**src/logic/ldors_pkg.sv**
```systemverilog
// ***************************************************************
// Shared constants and types for the rail state control bank
// ***************************************************************
package ldors_pkg;
	localparam int NUM_RAILS = 2;
	localparam int REG_W = 8;
	localparam int FIELD_W = 3;

	// Register addresses, as seen on the parallel register port
	localparam logic [REG_W-1:0] ADDR_RAIL_A = 8'h3d;
	localparam logic [REG_W-1:0] ADDR_RAIL_B = 8'h3e;
	localparam logic [NUM_RAILS-1:0][REG_W-1:0] RAIL_ADDR = {ADDR_RAIL_B, ADDR_RAIL_A};

	// Reset values: rail a active with no exit copy, rail b off with active on exit
	localparam logic [REG_W-1:0] RST_RAIL_A = 8'h07;
	localparam logic [REG_W-1:0] RST_RAIL_B = 8'h3c;
	localparam logic [NUM_RAILS-1:0][REG_W-1:0] RAIL_RST = {RST_RAIL_B, RST_RAIL_A};

	// Field layout
	localparam int NORM_LSB = 0;
	localparam int EXIT_LSB = 3;
	localparam logic [REG_W-1:0] WRITE_MASK = 8'h3f;
	localparam int VALID_BIT = 2;

	// State codes of a field
	localparam logic [FIELD_W-1:0] CODE_OFF = 3'h4;
	localparam logic [FIELD_W-1:0] CODE_LOW = 3'h5;

	typedef enum logic [1:0] {
		LDORS_OFF = 2'b00,
		LDORS_LOW = 2'b01,
		LDORS_ACT = 2'b10
	} ldors_state_t;

	typedef struct packed {
		ldors_state_t state;
		logic discharge_en;
		logic over_current;
		logic under_voltage;
	} ldors_rail_t;
endpackage

```
**src/logic/ldors_ctrl.sv**
```systemverilog
`timescale 1ns/10ps
module ldors_ctrl #(
	parameter int NUM_RAILS = ldors_pkg::NUM_RAILS
) (
	input wire logic core_clk,
	input wire logic nrst,
	input wire logic [ldors_pkg::REG_W-1:0] reg_addr,
	input wire logic reg_wr_en,
	input wire logic [ldors_pkg::REG_W-1:0] reg_wdata,
	input wire logic reg_rd_en,
	output logic [ldors_pkg::REG_W-1:0] reg_rdata,
	input wire logic standby_exit_pin,
	input wire logic [NUM_RAILS-1:0] oc_det,
	input wire logic [NUM_RAILS-1:0] uv_det,
	output ldors_pkg::ldors_rail_t [NUM_RAILS-1:0] rail_out
);
	// ***************************************************************
	// Storage
	// ***************************************************************
	logic [NUM_RAILS-1:0][ldors_pkg::REG_W-1:0] ctl_r;
	logic [NUM_RAILS-1:0][ldors_pkg::REG_W-1:0] ctl_nxt;
	logic [ldors_pkg::REG_W-1:0] rdata_r;
	logic [ldors_pkg::REG_W-1:0] rdata_nxt;
	logic exit_prev_r;
	logic exit_prev_nxt;
	logic exit_rise;
	ldors_pkg::ldors_rail_t [NUM_RAILS-1:0] rail_r;
	ldors_pkg::ldors_rail_t [NUM_RAILS-1:0] rail_nxt;
	// Reset shows every rail off with discharge on, so the off and discharge pairing holds in reset too
	localparam ldors_pkg::ldors_rail_t RAIL_IDLE = '{
		state: ldors_pkg::LDORS_OFF,
		discharge_en: 1'b1,
		over_current: 1'b0,
		under_voltage: 1'b0
	};

	// Rising edge of the exit pin; a held pin copies only once
	assign exit_rise = standby_exit_pin & ~exit_prev_r;
	assign exit_prev_nxt = standby_exit_pin;

	// ***************************************************************
	// Register write and exit copy
	// ***************************************************************
	// Copy is applied after the write so a pin edge wins over a same-cycle write of the normal field
	always_comb begin
		logic [ldors_pkg::REG_W-1:0] wval;
		logic [ldors_pkg::FIELD_W-1:0] exit_f;
		wval = '0;
		exit_f = '0;
		for (int i = 0; i < NUM_RAILS; i++) begin
			ctl_nxt[i] = ctl_r[i];
			exit_f = ctl_r[i][ldors_pkg::EXIT_LSB +: ldors_pkg::FIELD_W];
			if (reg_wr_en && reg_addr == ldors_pkg::RAIL_ADDR[i]) begin
				wval = reg_wdata & ldors_pkg::WRITE_MASK; // Reserved top bits stay zero
				// Reserved normal codes are refused; the rail keeps its state
				if (!wval[ldors_pkg::NORM_LSB + ldors_pkg::VALID_BIT]) begin
					wval[ldors_pkg::NORM_LSB +: ldors_pkg::FIELD_W] =
						ctl_r[i][ldors_pkg::NORM_LSB +: ldors_pkg::FIELD_W];
				end
				ctl_nxt[i] = wval;
			end
			if (exit_rise && exit_f[ldors_pkg::VALID_BIT]) begin
				ctl_nxt[i][ldors_pkg::NORM_LSB +: ldors_pkg::FIELD_W] = exit_f;
			end
		end
	end

	always_ff @(posedge core_clk or negedge nrst) begin
		if (!nrst) begin
			ctl_r <= ldors_pkg::RAIL_RST;
			exit_prev_r <= 1'b0;
		end else begin
			ctl_r <= ctl_nxt;
			exit_prev_r <= exit_prev_nxt;
		end
	end

	// ***************************************************************
	// Read path
	// ***************************************************************
	// Data appears one cycle after the read strobe; unmapped addresses read zero
	always_comb begin
		rdata_nxt = rdata_r;
		if (reg_rd_en) begin
			rdata_nxt = '0;
			for (int i = 0; i < NUM_RAILS; i++) begin
				if (reg_addr == ldors_pkg::RAIL_ADDR[i]) begin
					rdata_nxt = ctl_r[i];
				end
			end
		end
	end

	always_ff @(posedge core_clk or negedge nrst) begin
		if (!nrst) begin
			rdata_r <= '0;
		end else begin
			rdata_r <= rdata_nxt;
		end
	end

	assign reg_rdata = rdata_r;

	// ***************************************************************
	// Rail state decode and monitors
	// ***************************************************************
	// Reserved codes can never be stored, so they fall to the active branch only in theory
	always_comb begin
		logic [ldors_pkg::FIELD_W-1:0] norm_f;
		norm_f = '0;
		for (int i = 0; i < NUM_RAILS; i++) begin
			norm_f = ctl_r[i][ldors_pkg::NORM_LSB +: ldors_pkg::FIELD_W];
			case (norm_f)
				ldors_pkg::CODE_OFF: begin
					rail_nxt[i].state = ldors_pkg::LDORS_OFF;
				end
				ldors_pkg::CODE_LOW: begin
					rail_nxt[i].state = ldors_pkg::LDORS_LOW;
				end
				default: begin
					rail_nxt[i].state = ldors_pkg::LDORS_ACT;
				end
			endcase
			rail_nxt[i].discharge_en = (norm_f == ldors_pkg::CODE_OFF);
			rail_nxt[i].over_current = oc_det[i];
			rail_nxt[i].under_voltage = uv_det[i];
		end
	end

	always_ff @(posedge core_clk or negedge nrst) begin
		if (!nrst) begin
			rail_r <= {NUM_RAILS{RAIL_IDLE}}; // Off with discharge on until the first edge decodes the reset values
		end else begin
			rail_r <= rail_nxt;
		end
	end

	assign rail_out = rail_r;

	// ***************************************************************
	// Checks
	// ***************************************************************
	// Both registers hold their reset values at the first edge after release
	a_reset_rail_a: assert property (@(posedge core_clk) $rose(nrst) |-> ctl_r[0] == ldors_pkg::RST_RAIL_A)
		else $error("Rail a register not at reset value");
	a_reset_rail_b: assert property (@(posedge core_clk) $rose(nrst) |-> ctl_r[1] == ldors_pkg::RST_RAIL_B)
		else $error("Rail b register not at reset value");
	// An address that no rail owns reads as zero
	a_read_unmapped: assert property (@(posedge core_clk) disable iff (!nrst)
		reg_rd_en && reg_addr != ldors_pkg::RAIL_ADDR[0] && reg_addr != ldors_pkg::RAIL_ADDR[1]
		|=> reg_rdata == '0)
		else $error("Unmapped read not zero");

	// Per-rail checks; each rail is judged on its own register only
	for (genvar g = 0; g < NUM_RAILS; g++) begin : g_chk
		a_off_decode: assert property (@(posedge core_clk) disable iff (!nrst)
			ctl_r[g][ldors_pkg::NORM_LSB +: ldors_pkg::FIELD_W] == ldors_pkg::CODE_OFF
			|=> rail_out[g].state == ldors_pkg::LDORS_OFF)
			else $error("Off code not decoded");
		a_low_decode: assert property (@(posedge core_clk) disable iff (!nrst)
			ctl_r[g][ldors_pkg::NORM_LSB +: ldors_pkg::FIELD_W] == ldors_pkg::CODE_LOW
			|=> rail_out[g].state == ldors_pkg::LDORS_LOW)
			else $error("Low power code not decoded");
		a_exit_copy: assert property (@(posedge core_clk) disable iff (!nrst)
			exit_rise && ctl_r[g][ldors_pkg::EXIT_LSB + ldors_pkg::VALID_BIT]
			|=> ctl_r[g][ldors_pkg::NORM_LSB +: ldors_pkg::FIELD_W] ==
				$past(ctl_r[g][ldors_pkg::EXIT_LSB +: ldors_pkg::FIELD_W]) ##1
				rail_out[g].discharge_en ==
				($past(ctl_r[g][ldors_pkg::NORM_LSB +: ldors_pkg::FIELD_W]) == ldors_pkg::CODE_OFF))
			else $error("Exit state not copied");
		// A held pin or a do-not-copy field must leave the register alone
		a_exit_nocopy: assert property (@(posedge core_clk) disable iff (!nrst)
			(standby_exit_pin && !exit_rise || !ctl_r[g][ldors_pkg::EXIT_LSB + ldors_pkg::VALID_BIT])
			&& !(reg_wr_en && reg_addr == ldors_pkg::RAIL_ADDR[g])
			|=> $stable(ctl_r[g]))
			else $error("Normal state changed without edge or write");
		a_no_cross: assert property (@(posedge core_clk) disable iff (!nrst)
			reg_wr_en && reg_addr != ldors_pkg::RAIL_ADDR[g] && !exit_rise
			|=> $stable(ctl_r[g]))
			else $error("Write to another address changed this rail");
		a_discharge: assert property (@(posedge core_clk) disable iff (!nrst)
			rail_out[g].discharge_en == (rail_out[g].state == ldors_pkg::LDORS_OFF))
			else $error("Discharge does not follow off state");
		// Flags are level followers with one edge of delay, never sticky
		a_fault_flags: assert property (@(posedge core_clk) disable iff (!nrst)
			##1 (rail_out[g].over_current == $past(oc_det[g]) && rail_out[g].under_voltage == $past(uv_det[g])))
			else $error("Fault flags do not follow monitors");
		// Codes 6 and 7 both run the rail at full power; the release edge is skipped
		a_act_decode: assert property (@(posedge core_clk) disable iff (!nrst)
			nrst && ctl_r[g][ldors_pkg::NORM_LSB + ldors_pkg::VALID_BIT]
			&& ctl_r[g][ldors_pkg::NORM_LSB +: ldors_pkg::FIELD_W] != ldors_pkg::CODE_OFF
			&& ctl_r[g][ldors_pkg::NORM_LSB +: ldors_pkg::FIELD_W] != ldors_pkg::CODE_LOW
			|=> rail_out[g].state == ldors_pkg::LDORS_ACT)
			else $error("Active code not decoded");
		// A reserved normal code in a write leaves the running state alone
		a_reserved_keep: assert property (@(posedge core_clk) disable iff (!nrst)
			reg_wr_en && reg_addr == ldors_pkg::RAIL_ADDR[g] && !exit_rise
			&& !reg_wdata[ldors_pkg::NORM_LSB + ldors_pkg::VALID_BIT]
			|=> ctl_r[g][ldors_pkg::NORM_LSB +: ldors_pkg::FIELD_W] ==
				$past(ctl_r[g][ldors_pkg::NORM_LSB +: ldors_pkg::FIELD_W]))
			else $error("Reserved normal code was stored");
		// A write with a valid normal code lands whole, top bits cleared
		a_write_lands: assert property (@(posedge core_clk) disable iff (!nrst)
			reg_wr_en && reg_addr == ldors_pkg::RAIL_ADDR[g] && !exit_rise
			&& reg_wdata[ldors_pkg::NORM_LSB + ldors_pkg::VALID_BIT]
			|=> ctl_r[g] == $past(reg_wdata & ldors_pkg::WRITE_MASK))
			else $error("Register write did not land");
		// The two top bits are never stored
		a_top_bits: assert property (@(posedge core_clk) disable iff (!nrst)
			ctl_r[g][ldors_pkg::REG_W-1:ldors_pkg::EXIT_LSB + ldors_pkg::FIELD_W] == '0)
			else $error("Reserved top bits set");
		// Read data is the register as it stood at the strobe edge
		a_read_back: assert property (@(posedge core_clk) disable iff (!nrst)
			reg_rd_en && reg_addr == ldors_pkg::RAIL_ADDR[g]
			|=> reg_rdata == $past(ctl_r[g]))
			else $error("Read data differs from register");
	end
endmodule // ldors_ctrl

```
**config.mk**
```make
export PLATFORM = sky130hd
export DESIGN_NAME = ldors_ctrl
export DESIGN_NICKNAME = d
export VERILOG_FILES = /design/src/logic/ldors_pkg.sv /design/src/logic/ldors_ctrl.sv
export SDC_FILE = /design/constraint.sdc
export NUM_CORES = 1
export LEC_CHECK = 0
export BUFFER_PORTS_ARGS = -buffer_cell sky130_fd_sc_hd__buf_2
export CAP_MARGIN = 0
export CORE_ASPECT_RATIO = 1.1
export CORE_UTILIZATION = 52
export DETAILED_ROUTE_END_ITERATION = 8
export GPL_ROUTABILITY_DRIVEN = 0
export GPL_TIMING_DRIVEN = 0
export PLACE_DENSITY = 0.94
export SYNTH_ARGS = -nofsm -noshare
export SYNTH_HDL_FRONTEND = slang
export SYNTH_SLANG_ARGS = --single-unit
```
**constraint.sdc**
```tcl
create_clock -name core_clk -period 1.6 [get_ports core_clk]
set_input_delay 0.16 -clock core_clk [delete_from_list [all_inputs] [get_ports core_clk]]
set_output_delay 0.16 -clock core_clk [all_outputs]
set_load 0.02 [all_outputs]
```
==> key figures, run 1 <==
Outcome
  – Status: completed

CTS
  – CTS tree: done
  – Num CTS Buffers: 5
  – Setup Buffers After CTS: 0
  – Skew-Pair Late Insertion Delay: between 300 and 400 ps
  – Clock root buffer: clkbuf_4
  – Clk slew on worst S/H paths: roughly 80 ps
  – # H-tree levels: 2
  – Clk sink count: 29
  – Clock buffer depth: 2

Synth
  – Register area share after synthesis: between 50% and 60%
  – Library cells used by synthesis: 29
  – Main flop type after synthesis: dfrtp_1
  – Synth Instances: 110
  – Post-synth EDFFs: 0
  – Avg Cell Area, Syn: around 12 µm²
  – Syn. warnings: 0
  – Yosys reg bits: 29
  – Post-synth ARST share: 100.0%
  – Cell Area, Synth: ~1300 µm²

Timing
  – Worst slew margin: about half
  – Final TNS setup: 0 ps
  – Max-slew violation count: 0
  – Worst clock skew: about 6.3 ps
  – Minimum clock period: ~1100 ps
  – Hold Slack: roughly 84 ps
  – RSZ-0062 raised after global routing: false
  – Slew of the pin with the lowest slew margin: 737.1 ps
  – Final hold vios: 0
  – Fmax: 870.9 MHz
  – Final setup viols: 0
  – Period utilization: between 70% and 80%

Setup path
  – Reg2reg path depth: 3
  – Startpoint types: primary input
  – Worst r2r src: ctl_r[13]
  – R2R Setup Slk: between 500 and 600 ps
  – CP Capture Type: flip-flop
  – Arrival time worst endpoint: about 1400 ps
  – CP Class: in -> reg
  – Setup crit start: reg_addr[1]
  – Crit path to: ctl_r[4]
  – Worst Path Required: ~1800 ps
  – Reg-to-reg endpoint: ctl_r[9]
  – CP max FO: 9

Placement
  – Port Buffers: 38
  – DP Wirelength: roughly 2000 µm

GRT
  – First-pass GRT wire length: 4650 µm
  – Initial antenna violation count: 0
  – Gr ovfl total: 0
  – Global-route usage over all layers: between 20% and 30%
  – Vias in the first global route: about 1100
  – Largest net degree at the start of global routing: 30

Detailed routing
  – WL/cell: 14.14 µm
  – Drt via density: about 5.6
  – First-pass DRT Iterations: 4
  – Post-route DRC: 0
  – Wirelength, routed: ~2700 µm
  – Post-route ant nets: 0
  – Detailed Route Iter0 Violations: 15
  – Via count: around 1100

Pwr
  – Maximum vdd drop: slightly above 700 µV
  – Power Total: around 0.0017 W
  – Leakage: between 0.7 and 0.8 nW
  – Pwr dens: 1052 nW/µm²

Layout
  – Share of cells above drive strength 1: 39.88%
  – Area Growth Syn to Fin: 27.56%
  – Net count, final: approximately 190
  – Most common cell after layout, fill and taps aside: buf_2
  – Number of diodes: 0
  – Highest-count cells in the layout ignoring fill and taps: 39 x buf_2, 20 x dfrtp_1, 15 x nor2_1

Floorplan
  – Initial Util: a little under three fifths
  – FP Rows: 18
  – Die width: slightly below 50 µm
  – Area of the core: around 2300 µm²
  – Num ports: 43
  – Die area: 2646 µm²
  – Die Y: between 50 and 60 µm

Flow run
  – Max cap viols: 0

Min path
  – Hold WC Path Type: in -> reg
## per-stage QoR
step,cell area [µm²],util (%),cells,setup slack [ps]
floorplan,1275,-,111,396.6
global placement,1503,66.06,179,163.4
detailed placement,1503,66.06,179,122.6
CTS,1622,71.29,193,438.5
global route,1622,71.29,193,322.3
finish,1622,71.29,193,451.8
## worst min-delay path by stage
stage / cells past startpoint / start / end
2_1_floorplan: 0 / nrst / ctl_r[3]
3_3_place_gp: 1 / nrst / rail_out[8]
3_5_place_dp: 1 / nrst / ctl_r[9]
4_1_cts: 2 / reg_wdata[5] / ctl_r[5]
5_1_grt: 2 / reg_wdata[5] / ctl_r[5]
6_report: 2 / reg_wdata[5] / ctl_r[5]
## synthesized netlist by cell type (2+ instances only)
master / n / area (µm²)
nand4_1: 2 / 12.51
and3_1: 2 / 12.51
nor2_1: 15 / 56.30
a21oi_1: 4 / 20.02
and3b_1: 2 / 17.52
or3_1: 2 / 12.51
nor3_1: 2 / 10.01
mux2_4: 3 / 45.04
dfrtp_1: 20 / 500.5
buf_4: 2 / 15.01
inv_1: 2 / 7.510
nand3_1: 12 / 60.06
o31ai_1: 4 / 30.03
nand2b_1: 2 / 12.51
or4b_1: 2 / 20.02
dfstp_2: 9 / 236.5
a31oi_1: 10 / 62.56
mux2_2: 3 / 33.78
nand3b_1: 2 / 15.01
## area by class of cell
class | count | area, µm²
sequential | 29 | 737.0
multi-input combinational | 75 | 503.0
timing repair buffer | 44 | 250.2
clock buffer | 8 | 58.81
inverter | 2 | 7.507
fill | 168 | 653.1
buffer | 5 | 27.53
tap | 30 | 37.54
## power breakdown
group	total (W)	switching (W)	internal [W]
sequential	0.000933	0.0000620	0.000871
combinational	0.000327	0.000194	0.000132
clock	0.000446	0.000230	0.000216
total	0.00171	0.000487	0.00122
## metal layers
layer	share of wire, %	wire (µm)	GRT usage [%]
met1	40	1088	26.61
met2	52	1407	43.38
met3	5.3	145	6.497
met4	3.2	88	16.67
met5	0	0	0
## registers in the layout, indices dropped and copies added (netlist names)
register     cells
ctl_r           12
exit_prev_r      1
rail_out        10
reg_rdata        6
## logic make-up after synthesis
| group | synth area share, % |
|---|---|
| mux | 6.200 |
| other cells | 0.2950 |
| compound gates | 8.858 |
| flops | 57.97 |
| buf+inv | 2.755 |
| simple gates | 23.92 |
## worst max-delay path, cell delays in order
cell     delay (ps)
buf_2           130
nor4b_4         580
nand3_4         170
mux2_4          320
## repair_timing
action	in CTS	in global routing
gates resized for setup	0	0
hold endpoints to repair	25	0
hold buffers	6	0
Note: power is estimated with default switching activity, not from simulation.
==> run 2: changes to the inputs <==
--- a/config.mk
+++ b/config.mk
@@ -8,11 +8,11 @@
 export BUFFER_PORTS_ARGS = -buffer_cell sky130_fd_sc_hd__buf_2
 export CAP_MARGIN = 0
 export CORE_ASPECT_RATIO = 1.1
-export CORE_UTILIZATION = 52
+export CORE_UTILIZATION = 44
 export DETAILED_ROUTE_END_ITERATION = 8
 export GPL_ROUTABILITY_DRIVEN = 0
 export GPL_TIMING_DRIVEN = 0
-export PLACE_DENSITY = 0.94
+export PLACE_DENSITY = 0.86
 export SYNTH_ARGS = -nofsm -noshare
 export SYNTH_HDL_FRONTEND = slang
 export SYNTH_SLANG_ARGS = --single-unit
==> constraint.sdc (replaced) <==
create_clock -name core_clk -period 1.04 [get_ports core_clk]
set_input_delay 0.104 -clock core_clk [delete_from_list [all_inputs] [get_ports core_clk]]
set_output_delay 0.104 -clock core_clk [all_outputs]
set_load 0.02 [all_outputs]
==> run 2 against run 1 <==
Compared with the run above: the flow now finishes with violations (setup timing); wire length rose by 3.6%; critical path depth decreased by 3; clock skew fell by 2.6 ps; combinational power increased by 64%; via count shrank 1.0%; critical endpoint is now rail_out[7]; largest power group unchanged.
==> key figures, run 2 (same netlist as run 1, synthesis figures left out) <==
CTS
  – # H-tree levels: 2 (unchanged)
  – Num CTS Buffers: 5 (unchanged)
  – Skew-Pair Late Insertion Delay: 330 ps (about the same)
  – Clk sink count: 29 (unchanged)
  – CTS tree: done
  – Clock root buffer: clkbuf_4
  – Clk slew on worst S/H paths: 90 ps (about the same)
  – Clock buffer depth: 2 (unchanged)

Setup path
  – WP buf/inv: 1 (unchanged)
  – Critical path, cell by cell: buf_6
  – Startpoint types: flip-flop
  – Worst Path Required: 940 ps (-870 ps)
  – CP Class: reg -> out
  – Reg2reg path depth: 2 (-1)
  – CP Depth: 1 (-3)
  – CP max stage cell: dfstp_2
  – CP max FO: 1 (-8)
  – CP Capture Type: output pin
  – Crit-path max cell delay: 540 ps (-40 ps)
  – Arrival time worst endpoint: 980 ps (-380 ps)
  – Delay-heaviest family, CP: flip-flops

Pwr
  – P_sw: 0.0007771 W (+60%)
  – Maximum vdd drop: 1797 µV (+150%)
  – Switch share: 26.52% (-2.0 points)
  – Register share of total power: 49.2% (-5.5 points)
  – Pwr dens: 1725 nW/µm² (+64%)
  – Leakage: 0.8059 nW (+6.1%)
  – Pint: 0.002153 W (+77%)
  – Comb pwr share: 18.3% (-0.8 points)
  – Clock network power share: 32.5% (+6.3 points)

Placement
  – DP Wirelength: 2018 µm (-1.2%)
  – Post-DP Area: 1511 µm² (+0.58%)
  – Port Buffers: 38 (unchanged)
  – Pre-CTS setup slack: -394.2 ps (-516.9 ps)

Flow run
  – Max cap viols: 0 (unchanged)

Timing
  – Worst clock skew: 3.735 ps (-2.563 ps)
  – Final TNS setup: -67.08 ps (-67.08 ps)
  – Final WS setup: -40.39 ps (-492.2 ps)
  – Fmax: about 930 MHz
  – Slew of the pin with the lowest slew margin: 601.9 ps (-135.2 ps)
  – Final setup viols: 2 (+2)
  – Hold Slack: 28.24 ps (-55.76 ps)
  – Max-slew violation count: 0 (unchanged)
  – Period utilization: 103.9%
  – Final hold vios: 0 (unchanged)
  – Minimum clock period: around 1100 ps
  – Worst slew margin: 59.87% (+9.1 points)
  – RSZ-0062 raised after global routing: true

Floorplan
  – Die area: 3108 µm² (+17%)
  – Initial Util: 46.18% (-9.7 points)
  – Die Y: 58.38 µm (+8.4%)
  – FP Rows: 20 (+2)
  – Area of the core: 2753 µm² (+21%)
  – Num ports: 43 (unchanged)
  – Die width: 53.25 µm (+8.4%)

GRT
  – Global-route usage over all layers: 21.00% (-3.7 points)
  – First-pass GRT wire length: 4526 µm (-2.7%)
  – Gr ovfl total: 0 (unchanged)
  – Vias in the first global route: 1046 (-1.2%)
  – Largest net degree at the start of global routing: 30 (unchanged)
  – Initial antenna violation count: 0 (unchanged)

Detailed routing
  – Wirelength, routed: 2828 µm (+3.6%)
  – Drt via density: 5.419 (-3.5%)
  – WL/cell: 14.28 µm (+1.0%)
  – Detailed Route Iter0 Violations: 52 (+37)
  – Post-route DRC: 0 (unchanged)
  – Post-route ant nets: 0 (unchanged)
  – Via count: 1073 (-1.0%)
  – First-pass DRT Iterations: 5 (+1)

Layout
  – Most common cell after layout, fill and taps aside: buf_2
  – Net count, final: 189 (+1.1%)
  – Fin util: 61.73% (-9.6 points)
  – Highest-count cells in the layout ignoring fill and taps: 37 x buf_2, 20 x dfrtp_1, 15 x nor2_1
  – Fin area: 1699 µm² (+4.8%)
  – Area Growth Syn to Fin: 33.66%
  – Number of diodes: 0 (unchanged)
  – Max reg flops: 12 (unchanged)
  – Share of cells above drive strength 1: 43.03% (+3.2 points)
  – Largest Register: ctl_r

Outcome
  – Status: finished with violations
  – Failing checks: setup timing

Min path
  – Hold WC Path Type: in -> reg
  – Hold path cells: 2 (unchanged)
[run 2: layer usage]
metal | vias up | part of all wire (%) | track usage [%]
met3 | 4 | 6.3 | 3.876
li1 | 508 | - | -
met2 | 50 | 52 | 35.89
met4 | 0 | 2.2 | 15.79
met5 | - | 0 | 0
met1 | 511 | 40 | 22.39
[run 2: worst paths after layout]
| kind | endpoint | slack, ps | from |
|---|---|---|---|
| setup / recovery | rail_out[7] | -40 | rail_out[7] |
| hold / removal | ctl_r[5] | 30 | reg_wdata[5] |
| setup reg to reg | ctl_r[2] | 10 | ctl_r[5] |
| hold reg to reg | rail_out[7] | 460 | ctl_r[8] |
| max in group asynchronous | rail_out[6] | 340 | nrst |
| min in group asynchronous | rail_out[4] | 310 | nrst |
[run 2: layout make-up]
| type | instances | area (µm²) |
|---|---|---|
| buffer | 5 | 28.78 |
| clock buffer | 7 | 55.05 |
| clock inverter | 1 | 30.03 |
| fill | 229 | 1054 |
| inverter | 2 | 7.507 |
| multi-input combinational | 75 | 516.7 |
| sequential | 29 | 737.0 |
| tap | 33 | 41.29 |
| timing repair buffer | 46 | 282.8 |
[run 2: metrics by stage]
stage                     cells  total power (W)
after CTS                   198         0.002953
after detailed placement    182         0.001939
final                       198         0.002930
after floorplan             111         0.001725
after global routing        198         0.003083
after global placement      182         0.001912
[run 2: timing repair]
action,CTS,global route
buffers inserted,2,1
pin swaps,4,0
hold buffers,6,0
gates resized for setup,4,3
endpoints found under the hold margin,25,0
endpoints found under the setup margin,7,10
[run 2: power by group through the flow]
| stage | Clock [W] | Sequential [W] | Combinational (W) |
|---|---|---|---|
| 2_1_floorplan | 0 | 0.00154 | 0.000187 |
| 3_3_place_gp | 0 | 0.00145 | 0.000465 |
| 3_5_place_dp | 0 | 0.00146 | 0.000482 |
| 4_1_cts | 0.000977 | 0.00144 | 0.000535 |
| 5_1_grt | 0.00103 | 0.00147 | 0.000588 |
| 6_report | 0.000952 | 0.00144 | 0.000537 |
==> run 3: changes to the inputs <==
--- a/config.mk
+++ b/config.mk
@@ -8,11 +8,11 @@
 export BUFFER_PORTS_ARGS = -buffer_cell sky130_fd_sc_hd__buf_2
 export CAP_MARGIN = 0
 export CORE_ASPECT_RATIO = 1.1
-export CORE_UTILIZATION = 44
+export CORE_UTILIZATION = 49
 export DETAILED_ROUTE_END_ITERATION = 8
 export GPL_ROUTABILITY_DRIVEN = 0
 export GPL_TIMING_DRIVEN = 0
-export PLACE_DENSITY = 0.86
+export PLACE_DENSITY = 0.9
 export SYNTH_ARGS = -nofsm -noshare
 export SYNTH_HDL_FRONTEND = slang
 export SYNTH_SLANG_ARGS = --single-unit
==> constraint.sdc (replaced) <==
create_clock -name core_clk -period 1.1 [get_ports core_clk]
set_input_delay 0.11 -clock core_clk [delete_from_list [all_inputs] [get_ports core_clk]]
set_output_delay 0.11 -clock core_clk [all_outputs]
set_load 0.02 [all_outputs]
==> run 3 against run 2 <==
Compared with the run above: the run now ends clean; register-to-register slack about the same; power down 11%; flip-flop and latch count unchanged; sequential share of layout area up 0.75 points; clock power down 24%; clock skew up 1.7 ps; largest power group unchanged.
==> key figures, run 3 (same netlist as run 1, synthesis figures left out) <==
Min path
  – Hold WC Path Type: in -> reg

Detailed routing
  – Via count: 1093 (+1.9%)
  – Detailed Route Iter0 Violations: 30 (-42%)
  – Post-route DRC: 0 (unchanged)
  – Drt via density: 5.548 (+2.4%)
  – Post-route ant nets: 0 (unchanged)
  – Wirelength, routed: 2681 µm (-5.2%)
  – First-pass DRT Iterations: 4 (-1)
  – WL/cell: 13.61 µm (-4.7%)

Layout
  – Area of the multi-input gates: 504.2 µm² (-2.4%)
  – Share of cells above drive strength 1: 42.77% (-0.26 points)
  – Largest Register: ctl_r
  – Fin util: 67.56% (+5.8 points)
  – Highest-count cells in the layout ignoring fill and taps: 37 x buf_2, 20 x dfrtp_1, 15 x nor2_1
  – FF+latch area: 737.0 µm² (unchanged)
  – Number of diodes: 0 (unchanged)
  – Most common cell after layout, fill and taps aside: buf_2
  – Net count, final: 190 (+0.53%)
  – Final Non-Filler Cells: 197 (-0.51%)
  – Fillcell total: 203 (-11%)
  – Area Growth Syn to Fin: 31.40%
  – Fin area: 1670 µm² (-1.7%)
  – Max reg flops: 12 (unchanged)

Floorplan
  – Die Y: 55.42 µm (-5.1%)
  – Num ports: 43 (unchanged)
  – Die width: 50.57 µm (-5.0%)
  – FP Rows: 19 (-5.0%)
  – Initial Util: 51.42% (+5.2 points)
  – Die area: 2802 µm² (-9.8%)
  – Area of the core: 2472 µm² (-10%)

Setup path
  – R2R Setup Slk: 20 ps (about the same)
  – Crit-path max cell delay: 550 ps (about the same)
  – Critical path, cell by cell: buf_6
  – CP max stage cell: dfstp_2
  – Startpoint types: flip-flop
  – CP max FO: 1 (unchanged)
  – Delay-heaviest family, CP: flip-flops
  – Worst Path Required: 990 ps (+50 ps)
  – CP Capture Type: output pin
  – CP Class: reg -> out
  – WP buf/inv: 1 (unchanged)
  – Arrival time worst endpoint: 980 ps (about the same)

Pwr
  – Pwr dens: 1558 nW/µm² (-9.7%)
  – P_sw: 0.0007419 W (-4.5%)
  – Pint: 0.001861 W (-14%)
  – Leakage: 0.7856 nW (-2.5%)
  – Clock network power share: 27.8% (-4.7 points)
  – Register share of total power: 52.8% (+3.6 points)
  – Maximum vdd drop: 1271 µV (-29%)
  – Switch share: 28.51% (+2.0 points)
  – Comb pwr share: 19.4% (+1.1 points)
  – Power Total: 0.002602 W (-11%)

GRT
  – Initial antenna violation count: 0 (unchanged)
  – Largest net degree at the start of global routing: 30 (unchanged)
  – Gr ovfl total: 0 (unchanged)
  – Vias in the first global route: 994 (-5.0%)
  – Global-route usage over all layers: 21.17% (+0.16 points)
  – First-pass GRT wire length: 4326 µm (-4.4%)

Outcome
  – Status: completed

Timing
  – Final WS setup: 12.00 ps (+52.39 ps)
  – Worst clock skew: 5.427 ps (+1.693 ps)
  – Slew of the pin with the lowest slew margin: 687.9 ps (+86.01 ps)
  – Fmax: between 900 and 1000 MHz
  – Worst slew margin: 54.02% (-5.9 points)
  – Period utilization: between 90% and 100%
  – Max-slew violation count: 0 (unchanged)
  – Final hold vios: 0 (unchanged)
  – Minimum clock period: approximately 1100 ps
  – Final setup viols: 0 (-2)
  – RSZ-0062 raised after global routing: true

Flow run
  – Max cap viols: 0 (unchanged)

CTS
  – Clock buffer depth: 2 (unchanged)
  – Clock root buffer: clkbuf_4
  – Num CTS Buffers: 5 (unchanged)
  – Skew-Pair Late Insertion Delay: 320 ps (about the same)
  – CTS tree: done
  – Clk slew on worst S/H paths: 90 ps (about the same)
  – # H-tree levels: 2 (unchanged)
  – Clk sink count: 29 (unchanged)

Placement
  – Placed cells: 180 (-1.1%)
  – Post-DP Area: 1504 µm² (-0.50%)
  – Port Buffers: 38 (unchanged)
  – Pre-CTS setup slack: -355.4 ps (+38.85 ps)
  – DP Wirelength: 1983 µm (-1.7%)
-- run 3: cell count changes in the layout (fill, tap and decap cells not counted), sizes merged --
cell          change
buf               +1
clkinv            +1
dlymetal6s4s      -1
bufinv            -1
dlygate4sd3       +1
-- run 3: power by group through the flow --
stage	clock network, W	logic (W)	registers (W)
2_1_floorplan	0	0.000176	0.00145
3_3_place_gp	0	0.000440	0.00137
3_5_place_dp	0	0.000460	0.00138
4_1_cts	0.000740	0.000495	0.00137
5_1_grt	0.000783	0.000557	0.00139
6_report	0.000723	0.000506	0.00137
-- run 3: routing by layer --
layer  share of wire [%]  up-vias  global-route usage, %  wire length (µm)
li1                    -      518                      -                 -
met3                 7.9        9                  6.612               212
met4                 2.7        0                  7.540                72
met2                  50       58                  36.57              1351
met1                  39      508                  24.21              1045
met5                   0        -                      0                 0
-- run 3: path summary, 6_finish.rpt --
path                            depth (start not counted)    startpoint            to
worst max-delay path                                    1   rail_out[7]   rail_out[7]
worst min-delay path                                    2  reg_wdata[3]      ctl_r[3]
worst max register to register                          3     ctl_r[13]      ctl_r[9]
worst min register to register                          1      ctl_r[8]   rail_out[7]
max in group asynchronous                               2          nrst  reg_rdata[2]
min in group asynchronous                               2          nrst      ctl_r[8]
-- run 3: through the flow --
stage	hold WS (ps)	setup TNS, ps
3_5_place_dp	164.5	-3672
4_1_cts	13.47	-2.762
5_1_grt	23.55	-95.41
6_report	24.32	0
2_1_floorplan	-185.6	-160.2
3_3_place_gp	144.9	-2928
-- run 3: layout make-up --
cell class / count / share of cell area [%]
inverter: 2 / 0.4494
sequential: 29 / 44.12
tap: 31 / 2.322
buffer: 5 / 1.648
timing repair buffer: 47 / 17.08
multi-input combinational: 75 / 30.19
clock inverter: 1 / 0.2996
clock buffer: 7 / 3.895
-- run 3: repair_timing --
action | in CTS | in global routing
pin swaps | 0 | 4
resized for setup | 3 | 2
hold endpoints to repair | 25 | 0
setup buffers | 0 | 3
hold buffers | 6 | 0
setup endpoints to repair | 2 | 7
